### src/design/wdrc_pkg.sv
package wdrc_pkg;
   // core clock and watchdog oscillator rates
   localparam int unsigned CLK_FREQ_HZ   = 200000000;
   localparam int unsigned OSC_FREQ_HZ   = 128000;
   localparam int unsigned OSC_DIV       = CLK_FREQ_HZ / OSC_FREQ_HZ;
   localparam int unsigned OSC_DIV_W     = 16;

   // register offsets, data space and short i/o space
   localparam logic [7:0]  IO_SPACE_OFS  = 8'h20;
   localparam logic [7:0]  RC_DATA_OFS   = 8'h54;
   localparam logic [7:0]  RC_IO_OFS     = 8'h34;
   localparam logic [7:0]  WDC_DATA_OFS  = 8'h60;

   // reset values
   localparam logic [7:0]  RC_RESET      = 8'h00;
   localparam logic [7:0]  WDC_RESET     = 8'h00;

   // reset cause field positions
   localparam int unsigned RC_POR_BIT    = 0;
   localparam int unsigned RC_EXT_BIT    = 1;
   localparam int unsigned RC_BOR_BIT    = 2;
   localparam int unsigned RC_WDR_BIT    = 3;

   // watchdog control field positions
   localparam int unsigned WDC_PSEL_LO   = 0;
   localparam int unsigned WDC_RSTEN_BIT = 3;
   localparam int unsigned WDC_CHGEN_BIT = 4;
   localparam int unsigned WDC_PSEL3_BIT = 5;
   localparam int unsigned WDC_IRQEN_BIT = 6;
   localparam int unsigned WDC_IRQF_BIT  = 7;

   // change-enable window and timeout table
   localparam logic [2:0]  CHG_WINDOW    = 3'h4;
   localparam int unsigned CNT_W         = 21;
   localparam logic [CNT_W-1:0] TO_BASE  = 21'h000800;
   localparam logic [3:0]  PSEL_MAX      = 4'h9;
endpackage

### src/design/wdrc_tick_if.sv
`timescale 1ns/1ps
interface wdrc_tick_if;
   logic tick;   // one-cycle pulse per oscillator period

   modport src (output tick);
   modport snk (input tick);
endinterface

### src/design/wdrc_osc_div.sv
`timescale 1ns/1ps
module wdrc_osc_div #(
   parameter int unsigned DIV = wdrc_pkg::OSC_DIV
) (
   input  wire logic core_clk_i,   // core clock
   input  wire logic rst_n_i,      // sync reset, active low
   wdrc_tick_if.src  tick_if       // oscillator tick out
);
   import wdrc_pkg::*;

   logic [OSC_DIV_W-1:0] div_ff;
   logic [OSC_DIV_W-1:0] nxt_div;
   logic                 tick_ff;
   logic                 nxt_tick;

   // divide core clock down to oscillator rate
   always_comb begin
      nxt_tick = 1'b0;
      nxt_div  = div_ff + 16'h0001;
      if (div_ff == OSC_DIV_W'(DIV - 1)) begin
         nxt_div  = '0;
         nxt_tick = 1'b1;
      end
   end

   always_ff @(posedge core_clk_i) begin
      if (!rst_n_i) begin
         div_ff  <= '0;
         tick_ff <= 1'b0;
      end else begin
         div_ff  <= nxt_div;
         tick_ff <= nxt_tick;
      end
   end

   assign tick_if.tick = tick_ff;
endmodule // wdrc_osc_div

### src/design/wdrc_top.sv
// Functional notes
// watchdog reset sets cause bit 3; power-on or written zero clears it
// brown-out reset sets cause bit 2; power-on or written zero clears it
// external pin reset sets cause bit 1; power-on or written zero clears it
// power-on sets cause bit 0; only a written zero clears it
// reset cause register at data 0x54, short i/o at 0x34
// software reads then clears the cause register early after startup
// timeout in interrupt configuration sets irq flag, bit 7
// irq flag clears on vector execution or on written one
// irq taken only with flag, irq enable and global enable set
// combined mode: vector execution clears irq enable and flag
// combined mode: unserviced flag at next timeout gives system reset
// software re-arms irq enable after each interrupt, outside handler
// fuse unprogrammed: reset/irq enables pick stopped, irq, reset, both
// fuse programmed: always system reset mode
// clearing reset enable or changing prescale needs change enable set
// change enable clears itself four clock cycles after being set
// reset enable forced to one while watchdog cause flag set
// prescale top bit at bit 5, low three at bits 2:0
// codes 0..9 give 2048..1048576 oscillator cycles, doubling
// control register at 0x60; both registers reset to 0x00
// software writes change and reset enable, then new values in four cycles
// counter counts ticks of the 128 kHz oscillator
// fuse programmed: reset enable reads one, irq enable reads zero
// timeout in reset mode gives one-cycle reset pulse
// restart command clears the counter before timeout
`timescale 1ns/1ps
module wdrc_top #(
   parameter int unsigned OSC_DIV_P = wdrc_pkg::OSC_DIV   // core cycles per oscillator tick
) (
   input  wire logic       core_clk_i,         // core clock, 200 MHz
   input  wire logic       rst_n_i,            // sync reset, active low
   input  wire logic [7:0] bus_addr_i,         // register address
   input  wire logic       bus_io_i,           // address is short i/o space
   input  wire logic       bus_we_i,           // write strobe
   input  wire logic       bus_re_i,           // read strobe
   input  wire logic [7:0] bus_wdata_i,        // write data
   output logic      [7:0] bus_rdata_o,        // read data, one cycle later
   input  wire logic       restart_i,          // watchdog restart pulse
   input  wire logic       irq_ack_i,          // watchdog vector executed
   input  wire logic       global_irq_en_i,    // core status irq enable bit
   input  wire logic       always_on_fuse_i,   // fuse pin, 0 = programmed
   input  wire logic       por_event_i,        // power-on reset seen
   input  wire logic       ext_reset_event_i,  // external pin reset seen
   input  wire logic       brownout_event_i,   // brown-out reset seen
   output logic            irq_req_o,          // watchdog irq request
   output logic            wdt_reset_o         // one-cycle system reset pulse
);
   import wdrc_pkg::*;

   wdrc_tick_if tick_if ();

   // oscillator tick source
   wdrc_osc_div #(
      .DIV        (OSC_DIV_P)
   ) u_osc_div (
      .core_clk_i (core_clk_i),
      .rst_n_i    (rst_n_i),
      .tick_if    (tick_if)
   );

   // fuse pin synchroniser
   // resets to unprogrammed, so the fuse acts two edges after release
   logic fuse_s1_ff;
   logic fuse_s2_ff;

   always_ff @(posedge core_clk_i) begin
      if (!rst_n_i) begin
         fuse_s1_ff <= 1'b1;
         fuse_s2_ff <= 1'b1;
      end else begin
         fuse_s1_ff <= always_on_fuse_i;
         fuse_s2_ff <= fuse_s1_ff;
      end
   end

   // state registers
   logic [3:0]       cause_ff;
   logic [3:0]       nxt_cause;
   logic             irqf_ff;
   logic             nxt_irqf;
   logic             irqen_ff;
   logic             nxt_irqen;
   logic             rsten_ff;
   logic             nxt_rsten;
   logic             chgen_ff;
   logic             nxt_chgen;
   logic [2:0]       chg_cnt_ff;
   logic [2:0]       nxt_chg_cnt;
   logic [3:0]       psel_ff;
   logic [3:0]       nxt_psel;
   logic [CNT_W-1:0] cnt_ff;
   logic [CNT_W-1:0] nxt_cnt;
   logic [7:0]       rdata_ff;
   logic [7:0]       nxt_rdata;
   logic             irq_req_ff;
   logic             nxt_irq_req;
   logic             wrst_ff;
   logic             nxt_wrst;

   // decoded and effective values
   logic             rc_hit;
   logic             wdc_hit;
   logic             fuse_prog;
   logic             eff_rsten;
   logic             eff_irqen;
   logic             running;
   logic [3:0]       psel_use;
   logic [CNT_W-1:0] limit;
   logic             timeout;
   logic             to_irq;
   logic             to_rst;
   logic [7:0]       rc_val;
   logic [7:0]       wdc_val;

   // register address decode, data space and short i/o space
   always_comb begin
      rc_hit  = 1'b0;
      wdc_hit = 1'b0;
      if (!bus_io_i && bus_addr_i == RC_DATA_OFS) begin
         rc_hit = 1'b1;
      end else if (bus_io_i && bus_addr_i == RC_IO_OFS) begin
         rc_hit = 1'b1;
      end else if (!bus_io_i && bus_addr_i == WDC_DATA_OFS) begin
         wdc_hit = 1'b1;
      end
   end

   // effective mode, timeout limit and timeout actions
   always_comb begin
      fuse_prog = !fuse_s2_ff;
      eff_rsten = fuse_prog | rsten_ff | cause_ff[RC_WDR_BIT];
      eff_irqen = !fuse_prog & irqen_ff;
      running   = eff_rsten | eff_irqen;
      // reserved prescale codes time out like the longest valid code
      psel_use  = (psel_ff > PSEL_MAX) ? PSEL_MAX : psel_ff;
      limit     = TO_BASE << psel_use;
      timeout   = running && tick_if.tick && (cnt_ff == limit - 21'h000001);
      // interrupt on first timeout, reset if flag still pending in combined mode
      to_irq    = timeout && eff_irqen && !(eff_rsten && irqf_ff);
      to_rst    = timeout && eff_rsten && (!eff_irqen || irqf_ff);
   end

   // register read views
   always_comb begin
      rc_val    = {4'h0, cause_ff};
      wdc_val   = 8'h00;
      wdc_val[WDC_IRQF_BIT]             = irqf_ff;
      wdc_val[WDC_IRQEN_BIT]            = eff_irqen;
      wdc_val[WDC_PSEL3_BIT]            = psel_ff[3];
      wdc_val[WDC_CHGEN_BIT]            = chgen_ff;
      wdc_val[WDC_RSTEN_BIT]            = eff_rsten;
      wdc_val[WDC_PSEL_LO +: 3]         = psel_ff[2:0];
   end

   // reset cause flags
   always_comb begin
      nxt_cause = cause_ff;
      // written zeros clear, written ones keep
      if (bus_we_i && rc_hit) begin
         nxt_cause = cause_ff & bus_wdata_i[3:0];
      end
      if (ext_reset_event_i) begin
         nxt_cause[RC_EXT_BIT] = 1'b1;
      end
      if (brownout_event_i) begin
         nxt_cause[RC_BOR_BIT] = 1'b1;
      end
      if (to_rst) begin
         nxt_cause[RC_WDR_BIT] = 1'b1;
      end
      // power-on wins over every other event and write
      if (por_event_i) begin
         nxt_cause = 4'h0;
         nxt_cause[RC_POR_BIT] = 1'b1;
      end
   end

   // watchdog control register, change-enable window
   always_comb begin
      nxt_irqf    = irqf_ff;
      nxt_irqen   = irqen_ff;
      nxt_rsten   = rsten_ff;
      nxt_psel    = psel_ff;
      nxt_chgen   = chgen_ff;
      nxt_chg_cnt = chg_cnt_ff;
      if (chgen_ff) begin
         if (chg_cnt_ff == 3'h1) begin
            nxt_chgen = 1'b0;
         end
         nxt_chg_cnt = chg_cnt_ff - 3'h1;
      end
      // vector execution clears the flag, in combined mode the enable too
      if (irq_ack_i) begin
         nxt_irqf = 1'b0;
         if (eff_rsten) begin
            nxt_irqen = 1'b0;
         end
      end
      if (bus_we_i && wdc_hit) begin
         if (bus_wdata_i[WDC_IRQF_BIT]) begin
            nxt_irqf = 1'b0;
         end
         nxt_irqen = bus_wdata_i[WDC_IRQEN_BIT];
         if (chgen_ff) begin
            // inside the window: full update accepted
            nxt_rsten = bus_wdata_i[WDC_RSTEN_BIT];
            nxt_psel  = {bus_wdata_i[WDC_PSEL3_BIT], bus_wdata_i[WDC_PSEL_LO +: 3]};
         end else begin
            nxt_rsten = rsten_ff | bus_wdata_i[WDC_RSTEN_BIT];
         end
         if (bus_wdata_i[WDC_CHGEN_BIT]) begin
            nxt_chgen   = 1'b1;
            nxt_chg_cnt = CHG_WINDOW;
         end else begin
            nxt_chgen   = 1'b0;
         end
      end
      if (cause_ff[RC_WDR_BIT]) begin
         nxt_rsten = 1'b1;
      end
      // hardware set of the flag wins over a same-cycle clear
      if (to_irq) begin
         nxt_irqf = 1'b1;
      end
   end

   // watchdog counter, cleared by restart, stop or timeout
   always_comb begin
      nxt_cnt = cnt_ff;
      if (restart_i || !running || timeout) begin
         nxt_cnt = '0;
      end else if (tick_if.tick) begin
         nxt_cnt = cnt_ff + 21'h000001;
      end
   end

   // read data and output strobes
   always_comb begin
      nxt_rdata = 8'h00;
      if (bus_re_i && rc_hit) begin
         nxt_rdata = rc_val;
      end else if (bus_re_i && wdc_hit) begin
         nxt_rdata = wdc_val;
      end
      nxt_irq_req = irqf_ff && eff_irqen && global_irq_en_i && !irq_ack_i;
      nxt_wrst    = to_rst;
   end

   // reset cause register
   always_ff @(posedge core_clk_i) begin
      if (!rst_n_i) begin
         cause_ff   <= RC_RESET[3:0];
      end else begin
         cause_ff   <= nxt_cause;
      end
   end

   // watchdog control register and change window
   always_ff @(posedge core_clk_i) begin
      if (!rst_n_i) begin
         irqf_ff    <= WDC_RESET[WDC_IRQF_BIT];
         irqen_ff   <= WDC_RESET[WDC_IRQEN_BIT];
         rsten_ff   <= WDC_RESET[WDC_RSTEN_BIT];
         chgen_ff   <= WDC_RESET[WDC_CHGEN_BIT];
         psel_ff    <= {WDC_RESET[WDC_PSEL3_BIT], WDC_RESET[2:0]};
         chg_cnt_ff <= 3'h0;
      end else begin
         irqf_ff    <= nxt_irqf;
         irqen_ff   <= nxt_irqen;
         rsten_ff   <= nxt_rsten;
         chgen_ff   <= nxt_chgen;
         psel_ff    <= nxt_psel;
         chg_cnt_ff <= nxt_chg_cnt;
      end
   end

   // watchdog counter
   always_ff @(posedge core_clk_i) begin
      if (!rst_n_i) begin
         cnt_ff     <= '0;
      end else begin
         cnt_ff     <= nxt_cnt;
      end
   end

   // read data and output strobes
   always_ff @(posedge core_clk_i) begin
      if (!rst_n_i) begin
         rdata_ff   <= 8'h00;
         irq_req_ff <= 1'b0;
         wrst_ff    <= 1'b0;
      end else begin
         rdata_ff   <= nxt_rdata;
         irq_req_ff <= nxt_irq_req;
         wrst_ff    <= nxt_wrst;
      end
   end

   // outputs straight from their flip-flops
   assign bus_rdata_o = rdata_ff;
   assign irq_req_o   = irq_req_ff;
   assign wdt_reset_o = wrst_ff;
endmodule // wdrc_top

### config.mk
export PLATFORM = sky130hd
export DESIGN_NAME = wdrc_top
export DESIGN_NICKNAME = d
export VERILOG_FILES = /design/src/design/wdrc_pkg.sv /design/src/design/wdrc_tick_if.sv /design/src/design/wdrc_osc_div.sv /design/src/design/wdrc_top.sv
export SDC_FILE = /design/constraint.sdc
export NUM_CORES = 1
export LEC_CHECK = 0
export ABC_CLOCK_PERIOD_IN_PS = 3300
export BUFFER_PORTS_ARGS = -buffer_cell sky130_fd_sc_hd__buf_2
export CAP_MARGIN = 20
export CORE_UTILIZATION = 40
export DETAILED_ROUTE_END_ITERATION = 16
export PLACE_DENSITY = 0.59
export SYNTH_ARGS = -nofsm -noshare
export SYNTH_HDL_FRONTEND = slang
export SYNTH_SLANG_ARGS = --single-unit
### constraint.sdc
create_clock -name core_clk_i -period 3.3 [get_ports core_clk_i]
set_input_delay 0.66 -clock core_clk_i [delete_from_list [all_inputs] [get_ports core_clk_i]]
set_output_delay 0.66 -clock core_clk_i [all_outputs]
set_load 0.05 [all_outputs]
# After elaboration in Yosys (flattened, before gate mapping)
# Index checks and enable logic that the tools add are counted.
# op_classes
n_eq_ne	6
shifts	1
mux	31
bitwise_logic	8
reduce_logical	39
add_sub_neg	4
order_cmp	1
# ops
op	count
$mux W1	24
$add A21 B1 Y21 const B	1
$eq A21 B21 Y1	1
$shl A12 B4 Y21 const A	1
$sub A21 B1 Y21 const B	1
$logic_and A1 B1 Y1	17
$add A16 B1 Y16 const B	1
$eq A16 B11 Y1 const B	1
$eq A8 B7 Y1 const B	2
$mux W4	4
$reduce_bool A2 Y1	7
$mux W3	3
$eq A8 B6 Y1 const B	1
$logic_not A1 Y1	6
$reduce_or A2 Y1	3
$and A4 B4 Y4	1
$gt A4 B4 Y1 const B	1
$or A1 B1 Y1	4
$reduce_and A2 Y1	2
$eq A3 B1 Y1 const B	1
$logic_or A1 B1 Y1	3
$reduce_or A3 Y1	1
$sub A3 B1 Y3 const B	1
$not A1 Y1	2
$and A1 B1 Y1	1
# word_totals
output_inout_bits	10
in_bits	28
wordCells	109
regBits	65

# Depth between registers and ports, before layout
# Gate-level depths: netlist of run 1.
# logic_depth
word_depth	9
mapped_depth	13
ltp_nobuf	8

# Modules after synthesis
# A second synthesis of run 1 with hierarchy kept.
# hier_totals
hier_cells	357
hier_area_um2	3241.9
# by_module_without_submodules
mod	seq_area_each_um2	area_each_um2	cells_each	instances
wdrc_top	960.9	2492.4	272	1
wdrc_osc_div	340.3	749.5	85	1

# Worst setup path after synthesis of run 1
# Ideal clock, no wire load.
# synth_timing
kind	register to register
from	register psel_ff[3]
to	register cnt_ff[11]
arrival_ns	2.675
required_time_ns	3.168
stages_incl_launch_ff	14
setup_time_ns	0.132
slack_ns	0.493
cell_sequence	dfxtp_1 > buf_6 > clkbuf_1 > nor3_1 > nand2b_1 > ha_1 > buf_2 > or4b_4 > a211o_1 > o211ai_2 > nor4bb_1 > buf_4 > buf_12 > nor3_2
# synth_via
elab_chain_len	8
# synth_lines
item	line_no	source
start, declared	wdrc_top.sv:90	logic [3:0] psel_ff;
start signal, assigned	wdrc_top.sv:266	psel_ff <= {WDC_RESET[WDC_PSEL3_BIT], WDC_RESET[2:0]};
start signal, assigned	wdrc_top.sv:273	psel_ff <= nxt_psel;
$gt A4 B4 Y1	wdrc_top.sv:136	psel_use = (psel_ff > PSEL_MAX) ? PSEL_MAX : psel_ff;
$mux W4 *	wdrc_top.sv:136	
$shl A12 B4 Y21 *	wdrc_top.sv:137	limit = TO_BASE << psel_use;
$sub A21 B1 Y21 *	wdrc_top.sv:138	timeout = running && tick_if.tick && (cnt_ff == limit - 21'h000001);
$eq A21 B21 Y1 *	wdrc_top.sv:138	
$logic_and A1 B1 Y1 *	wdrc_top.sv:138	
$logic_or A1 B1 Y1 *	wdrc_top.sv:231	if (restart_i || !running || timeout) begin
$reduce_or A2 Y1 (no source line) *	--	
end signal, assigned	wdrc_top.sv:283	cnt_ff <= nxt_cnt;
end, declared	wdrc_top.sv:92	logic [CNT_W-1:0] cnt_ff;
# Mark *: on every way between the ends. The rest lies on a longest branch, timed or not.
# A chain may end at the register's enable or synchronous reset.

# Worst setup path after layout of run 1
# layout_timing
from	register psel_ff[2]
to	register wrst_ff, in the netlist wdt_reset_o
# layout_via
elab_chain_len	8
# layout_lines
item	line_no	source
$gt A4 B4 Y1	wdrc_top.sv:136	
$mux W4 *	wdrc_top.sv:136	
$shl A12 B4 Y21 *	wdrc_top.sv:137	
$sub A21 B1 Y21 *	wdrc_top.sv:138	
$eq A21 B21 Y1 *	wdrc_top.sv:138	
$logic_and A1 B1 Y1 *	wdrc_top.sv:138	
$logic_and A1 B1 Y1 * (2 in series)	wdrc_top.sv:141	to_rst = timeout && eff_rsten && (!eff_irqen || irqf_ff);
end signal, assigned	wdrc_top.sv:296	wrst_ff <= nxt_wrst;
end, declared	wdrc_top.sv:98	logic wrst_ff;
# Marked as above.

==> impl_metrics.toml, run 1 <==
[logic_synthesis]
synth_edf_count = 0
synth_ff_type = "dfxtp_1"
synth_top_area_cell = "dfxtp_1"
yosysWarnings = 0
syn-num-nets = 396
ys_async_sr_fraction_pct = 0
synthTopCellsByArea = "dfxtp_1 (41%), xnor2_1 (6.3%), xor2_1 (4.7%), nor2_1 (4.0%), nand2_1 (3.2%)"
yosys.area.top_type_share_pct = 41.0
synth_seq_cells = 65
synth_cell_types = 53
synth_area_per_cell_um2 = 8.78
syn_inst = 362
seq_area_frac_synth_pct = 41.0
synth_area_mm2 = 0.00318

[layout]
diodes = 0
syn2layout_area_growth_pct = 16.3
layout.nets = 434
fill_cells = 774
layout-drive-gt1-share_pct = 20.0
design_area_mm2 = 0.00369

[power]
pwr_density_cell_mw_per_mm2 = 436
irDropWorstVdd_mv = 0.236
leakage_nw = 1.33

[drt]
route.met2.wl_um = 2990
met3_length_um = 199
wirelength_met1_um = 3240
wl_per_cell_um = 12.9
vias = 2628
via_per_inst = 5.18
highest_layer = "met4"
finalWirelength_um = 6550
drtPass1Iterations = 4
drtAntennaViolNets = 0
drt_iter0_drc = 145
remaining_drc_errors = 0

[timing]
maxClockFrequency_ghz = 0.361
setup_viol = 0
finClkSkew_ns = 0.0110
period_share_pct = 83.9
drv_slew = 0
hold_viol_final = 0
rsz0062_at_grt = "false"
fin_setup_tns_ns = 0
slew_headroom_pct = 65.0
fin_crit_ns = 2.77
tightest_slew_ns = 0.521

[clocking]
clockBufferDepth = 2
cts_tree = "built"
root_buffer = "clkbuf_8"
path_clk_slew_ns = 0.07
cts.sinks = 65
htreeDepth = 3
worstSkewPairLatency_ns = 0.34
numCtsBuffers = 9
postCtsSetupBuffers = 0
cts_resized = 0
postCtsHoldBufs = 0

[setup_path]
r2r_slack_ns = 0.53
path_class = "flop to flop"
worstPathRequired_ns = 3.57
r2r_end = "wdt_reset_o$_SDFF_PN0_"
r2r_start = "psel_ff[2]$_SDFFE_PN0P_"
critPathMaxFanout = 19
rr_worst_depth = 9
start_kind = "flop"
crit_path_end_kind = "flop"
arrival_ns = 3.04

[grt]
grt_max_degree = 22
antenna_found_initial = 0
overflow = 0
grt_pass1_vias = 2483
grt_usage_pct = 16.8
grt_pass1_wl_um = 11200

[floorplanning]
fp-row-count = 32
start_util_pct = 41.3
die_h_um = 91.1
die_w_um = 91.1
dieArea_mm2 = 0.00830
ioPinCount = 38
coreArea_mm2 = 0.00769

[job]
cap_violations = 0

[place]
dpl.hpwl_um = 4670
placed_area_mm2 = 0.00347
io_buffers = 37
gp_congestion = 0.795

[outcome]
status = "finished, final reports clean"

[hold_path]
holdPathStages = 1
hp-start = "fuse_s1_ff$_SDFF_PN1_"
min_path_type = "flop to flop"
min_to = "fuse_s2_ff$_SDFF_PN1_"
[state kept, by name (all words and copies together), names as in the netlist]
| name | count |
|---|---|
| cnt_ff | 21 |
| u_osc_div.div_ff | 16 |
| bus_rdata_o | 8 |
| cause_ff | 4 |
| psel_ff | 4 |
| chg_cnt_ff | 3 |
| chgen_ff | 1 |
| fuse_s1_ff | 1 |
| fuse_s2_ff | 1 |
| irq_req_o | 1 |
| irqen_ff | 1 |
| irqf_ff | 1 |
| rsten_ff | 1 |
| u_osc_div.tick_if.tick | 1 |
| wdt_reset_o | 1 |
[cells in the mapped netlist (2+ instances only)]
cell type,count
dfxtp_1,65
nor2_1,34
nand2_1,27
xnor2_1,23
nand3_1,17
nor3_1,17
xor2_1,17
a21oi_1,15
inv_1,14
clkbuf_1,11
nor3_2,10
o21ai_0,9
nand4_1,8
nor4_1,8
and3_1,7
a211oi_1,6
ha_1,6
nand2b_1,6
or3_1,6
a22o_1,4
nor2b_1,4
and2_1,3
and4_1,3
buf_2,3
nand3b_1,3
or3b_2,3
buf_4,2
nor3b_1,2
nor4b_1,2
o211ai_1,2
o21a_1,2
or4_1,2
[routing by layer]
metal / GRT usage, % / vias up
li1: - / 1345
met1: 21.6 / 1236
met2: 26.7 / 38
met3: 3.85 / 9
met4: 7.94 / 0
met5: 0 / -
[cells in the final DEF (no fill, tap or decap), types with 4 or more instances in the layout]
cell       n
buf_2     37
buf_4      9
or3_1      6
nor4_1     8
a211oi_1   6
a22o_1     4
nand4_1    8
and3_1     7
xnor2_1   23
xor2_1    17
dfxtp_1   65
nand2_1   27
a21oi_1   15
ha_1       6
o21ai_0    9
nand2b_1   6
nor2b_1    4
inv_1     14
nor3_1    17
nor2_1    34
nor3_2    10
nand3_1   17
clkbuf_8  11
[worst max-delay path, stage by stage, from the launching register on]
cell	delay (ns)
dfxtp_1	0.31
nor3_1	0.25
nand2b_1	0.09
ha_1	0.32
or4b_4	0.53
a211o_1	0.32
o211ai_2	0.06
nor4bb_4	0.29
buf_4	0.31
nor3b_2	0.20
[power by group]
part           switching [W]  internal (W)
logic              0.0000265     0.0000234
registers         0.00000458      0.000790
clock network       0.000304      0.000464
[how the worst max path moves through the flow]
stage	start	to	slack [ns]	depth (start not counted)
2_1_floorplan	psel_ff[3]$_SDFFE_PN0P_	cnt_ff[11]$_SDFFE_PP0P_	0.49	13
3_3_place_gp	psel_ff[2]$_SDFFE_PN0P_	wdt_reset_o$_SDFF_PN0_	0.64	9
3_5_place_dp	psel_ff[2]$_SDFFE_PN0P_	wdt_reset_o$_SDFF_PN0_	0.54	9
4_1_cts	psel_ff[2]$_SDFFE_PN0P_	wdt_reset_o$_SDFF_PN0_	0.53	9
5_1_grt	psel_ff[2]$_SDFFE_PN0P_	wdt_reset_o$_SDFF_PN0_	0.31	9
6_report	psel_ff[2]$_SDFFE_PN0P_	wdt_reset_o$_SDFF_PN0_	0.53	9
[cell type report]
| type | instances | area (um^2) | share of cell area (%) |
|---|---|---|---|
| Clock inverter | 5 | 77.6 | 2.10 |
| Sequential cell | 65 | 1300 | 35.2 |
| Multi-Input combinational cell | 264 | 1730 | 46.9 |
| Inverter | 14 | 52.6 | 1.42 |
| Tap cell | 102 | 128 | 3.45 |
| Timing Repair Buffer | 46 | 253 | 6.84 |
| Clock buffer | 11 | 151 | 4.10 |
[through the flow]
step / instances / hold slack, ns / setup WS [ns] / power (W) / utilization, %
finish: 507 / 0.413 / 0.531 / 0.00161 / 48.1
global route: 507 / 0.437 / 0.310 / 0.00167 / 48.1
CTS: 507 / 0.414 / 0.527 / 0.00164 / 48.1
detailed placement: 491 / 0.397 / 0.542 / 0.000863 / 45.1
global placement: 491 / 0.392 / 0.636 / 0.000862 / 45.1
floorplan: 362 / 0.386 / 0.493 / 0.000836 / -
[cells by family (layout without fill, tap and decap cells)]
logic type	count (synthesis)	count (layout)	synth area share, %
AO/OA/AOI/OAI	49	49	10.4
XOR/XNOR	40	40	11.0
adder cells (fa/ha/maj)	6	6	2.36
buffers and inverters	33	76	5.00
flip-flops	65	65	41.0
multiplexers	1	1	0.315
AND/OR/NAND/NOR	168	168	30.0
(Power assumes the default switching activity.)
==> run 2: changes to the inputs <==
- ABC_CLOCK_PERIOD_IN_PS: 3300 -> 2530
- PLACE_DENSITY: 0.59 -> 0.62
- clock period: 3.3 -> 2.53 ns (I/O delays scaled with it)
==> run 2 against run 1 <==
- wire length rose by 3.9%
- power rose by 29%
- worst setup slack got worse by 0.49 ns
- combinational power rose by 29%
- clock skew fell by 0.00077 ns
- critical endpoint is now cnt_ff[3]$_SDFFE_PP0P_
- final cell count rose by 2.8%
- utilization rose by 2.3 points
- first-iteration DRC count rose by 7.6%
- sequential power rose by 31%
==> impl_metrics.toml, run 2 (same netlist as run 1, synthesis figures left out) <==
[setup_path]
worstPathRequired_ns = 2.76
path_class = "flop to flop"
critPathMaxFanout = 5
arrival_ns = 2.72
start_kind = "flop"
crit_path_end_kind = "flop"

[layout]
layout.nets = 448
regMostFlops = "cnt_ff"
final_cell_mix = "dfxtp_1 (63), buf_2 (37), nor2_1 (34), nand2_1 (26), xnor2_1 (23)"
syn2layout_area_growth_pct = 21.9
final_cells = 521
layout-drive-gt1-share_pct = 25.1
final_common_cell = "dfxtp_1"
diodes = 0
design_area_mm2 = 0.00387
largest_register_ffs = 21
final_core_util_pct = 50.4

[power]
p_switching_w = 0.000467
intPower_w = 0.00162
irDropWorstVdd_mv = 0.297
p_sw_share_pct = 22.4
p_comb_share_pct = 3.1
power_w = 0.00209
pwr_density_cell_mw_per_mm2 = 539
leakage_nw = 1.40
seqPwrFrac_pct = 49.7
pwr-share-clk_pct = 47.2

[drt]
drtAntennaViolNets = 0
drtPass1Iterations = 4
finalWirelength_um = 6800
vias = 2674
via_per_inst = 5.13
wl_per_cell_um = 13.1
drt_iter0_drc = 156
remaining_drc_errors = 0

[floorplanning]
ioPinCount = 38
coreArea_mm2 = 0.00769
start_util_pct = 41.3
die_w_um = 91.1
fp-row-count = 32
die_h_um = 91.1
dieArea_mm2 = 0.00830

[timing]
finClkSkew_ns = 0.0102
hold_viol_final = 0
fin_hold_ws_ns = 0.331
slew_headroom_pct = 65.3
tightest_slew_ns = 0.517
setup_viol = 0
fin_crit_ns = 2.49
rsz0062_at_grt = "true"
maxClockFrequency_ghz = 0.401
drv_slew = 0
period_share_pct = 98.5

[place]
io_buffers = 37
place_inst = 499
gp_congestion = 0.796
dpl.hpwl_um = 4860
placed_area_mm2 = 0.00354

[clocking]
numCtsBuffers = 9
postCtsHoldBufs = 0
worstSkewPairLatency_ns = 0.35
cts_tree = "built"
clockBufferDepth = 2
cts.sinks = 65
path_clk_slew_ns = 0.08
root_buffer = "clkbuf_8"
htreeDepth = 3

[grt]
grt_pass1_vias = 2534
grt_max_degree = 22
grt_pass1_wl_um = 11400
antenna_found_initial = 0
grt_usage_pct = 17.2
overflow = 0

[job]
cap_violations = 0

[outcome]
status = "finished, final reports clean"

[hold_path]
min_path_type = "input port to flop"
[run 2: cell count changes in the layout (fill, tap and decap cells not counted), moves of 2 or more]
| cell | before | now |
|---|---|---|
| buf_6 | 0 | 3 |
| nor3_1 | 17 | 10 |
| clkbuf_8 | 11 | 9 |
| clkinv_4 | 0 | 2 |
| dfxtp_1 | 65 | 63 |
| nor3_2 | 10 | 16 |
| clkinv_2 | 2 | 0 |
| buf_4 | 9 | 19 |
[run 2: worst paths after layout]
| path | start | endpoint | slack, ns | cells past startpoint |
|---|---|---|---|---|
| hold reg to reg | fuse_s1_ff$_SDFF_PN1_ | fuse_s2_ff$_SDFF_PN1_ | 0.41 | 1 |
| setup reg to reg | psel_ff[2]$_SDFFE_PN0P_ | cnt_ff[3]$_SDFFE_PP0P_ | 0.04 | 10 |
| setup / recovery | psel_ff[2]$_SDFFE_PN0P_ | cnt_ff[3]$_SDFFE_PP0P_ | 0.04 | 10 |
| hold / removal | always_on_fuse_i | fuse_s1_ff$_SDFF_PN1_ | 0.33 | 2 |
[run 2: per-layer routing]
metal	up-vias	GRT usage, %	wire, um
met2	41	27.0	3150
met4	0	7.94	157
li1	1371	-	-
met5	-	0	0
met3	18	3.94	213
met1	1244	22.5	3280
[run 2: worst max-delay path, stage by stage (launching register included)]
cell,delay [ns]
dfxtp_4,0.37
nor3_4,0.20
nand2b_1,0.12
ha_4,0.19
or4b_4,0.52
a211o_1,0.32
o211ai_2,0.06
nor4bb_4,0.24
buf_4,0.18
buf_6,0.13
nor3_2,0.05
[run 2: final cells by class]
type	instances	area, um^2
Sequential cell	65	1310
Tap cell	102	128
Timing Repair Buffer	60	377
Inverter	14	52.6
Clock buffer	10	128
Clock inverter	6	92.6
Multi-Input combinational cell	264	1790
Fill cell	756	3820
[run 2: timing repair]
action                     in CTS  in global routing
setup buffers                   0                  5
setup endpoints to repair       0                 16
resized for setup               0                 18
[run 2: power groups by stage]
stage / clock, W / combinational, W / sequential [W]
2_1_floorplan: 0 / 0.0000312 / 0.00106
3_3_place_gp: 0 / 0.0000639 / 0.00106
3_5_place_dp: 0 / 0.0000645 / 0.00106
4_1_cts: 0.00101 / 0.0000647 / 0.00104
5_1_grt: 0.00105 / 0.0000738 / 0.00104
6_report: 0.000985 / 0.0000645 / 0.00104
[run 2: stage by stage]
stage	TNS [ns]	setup WS, ns
3_5_place_dp	0	0.0806
2_1_floorplan	-0.843	-0.0829
6_report	0	0.0389
4_1_cts	0	0.0579
3_3_place_gp	0	0.121
5_1_grt	-0.775	-0.0583
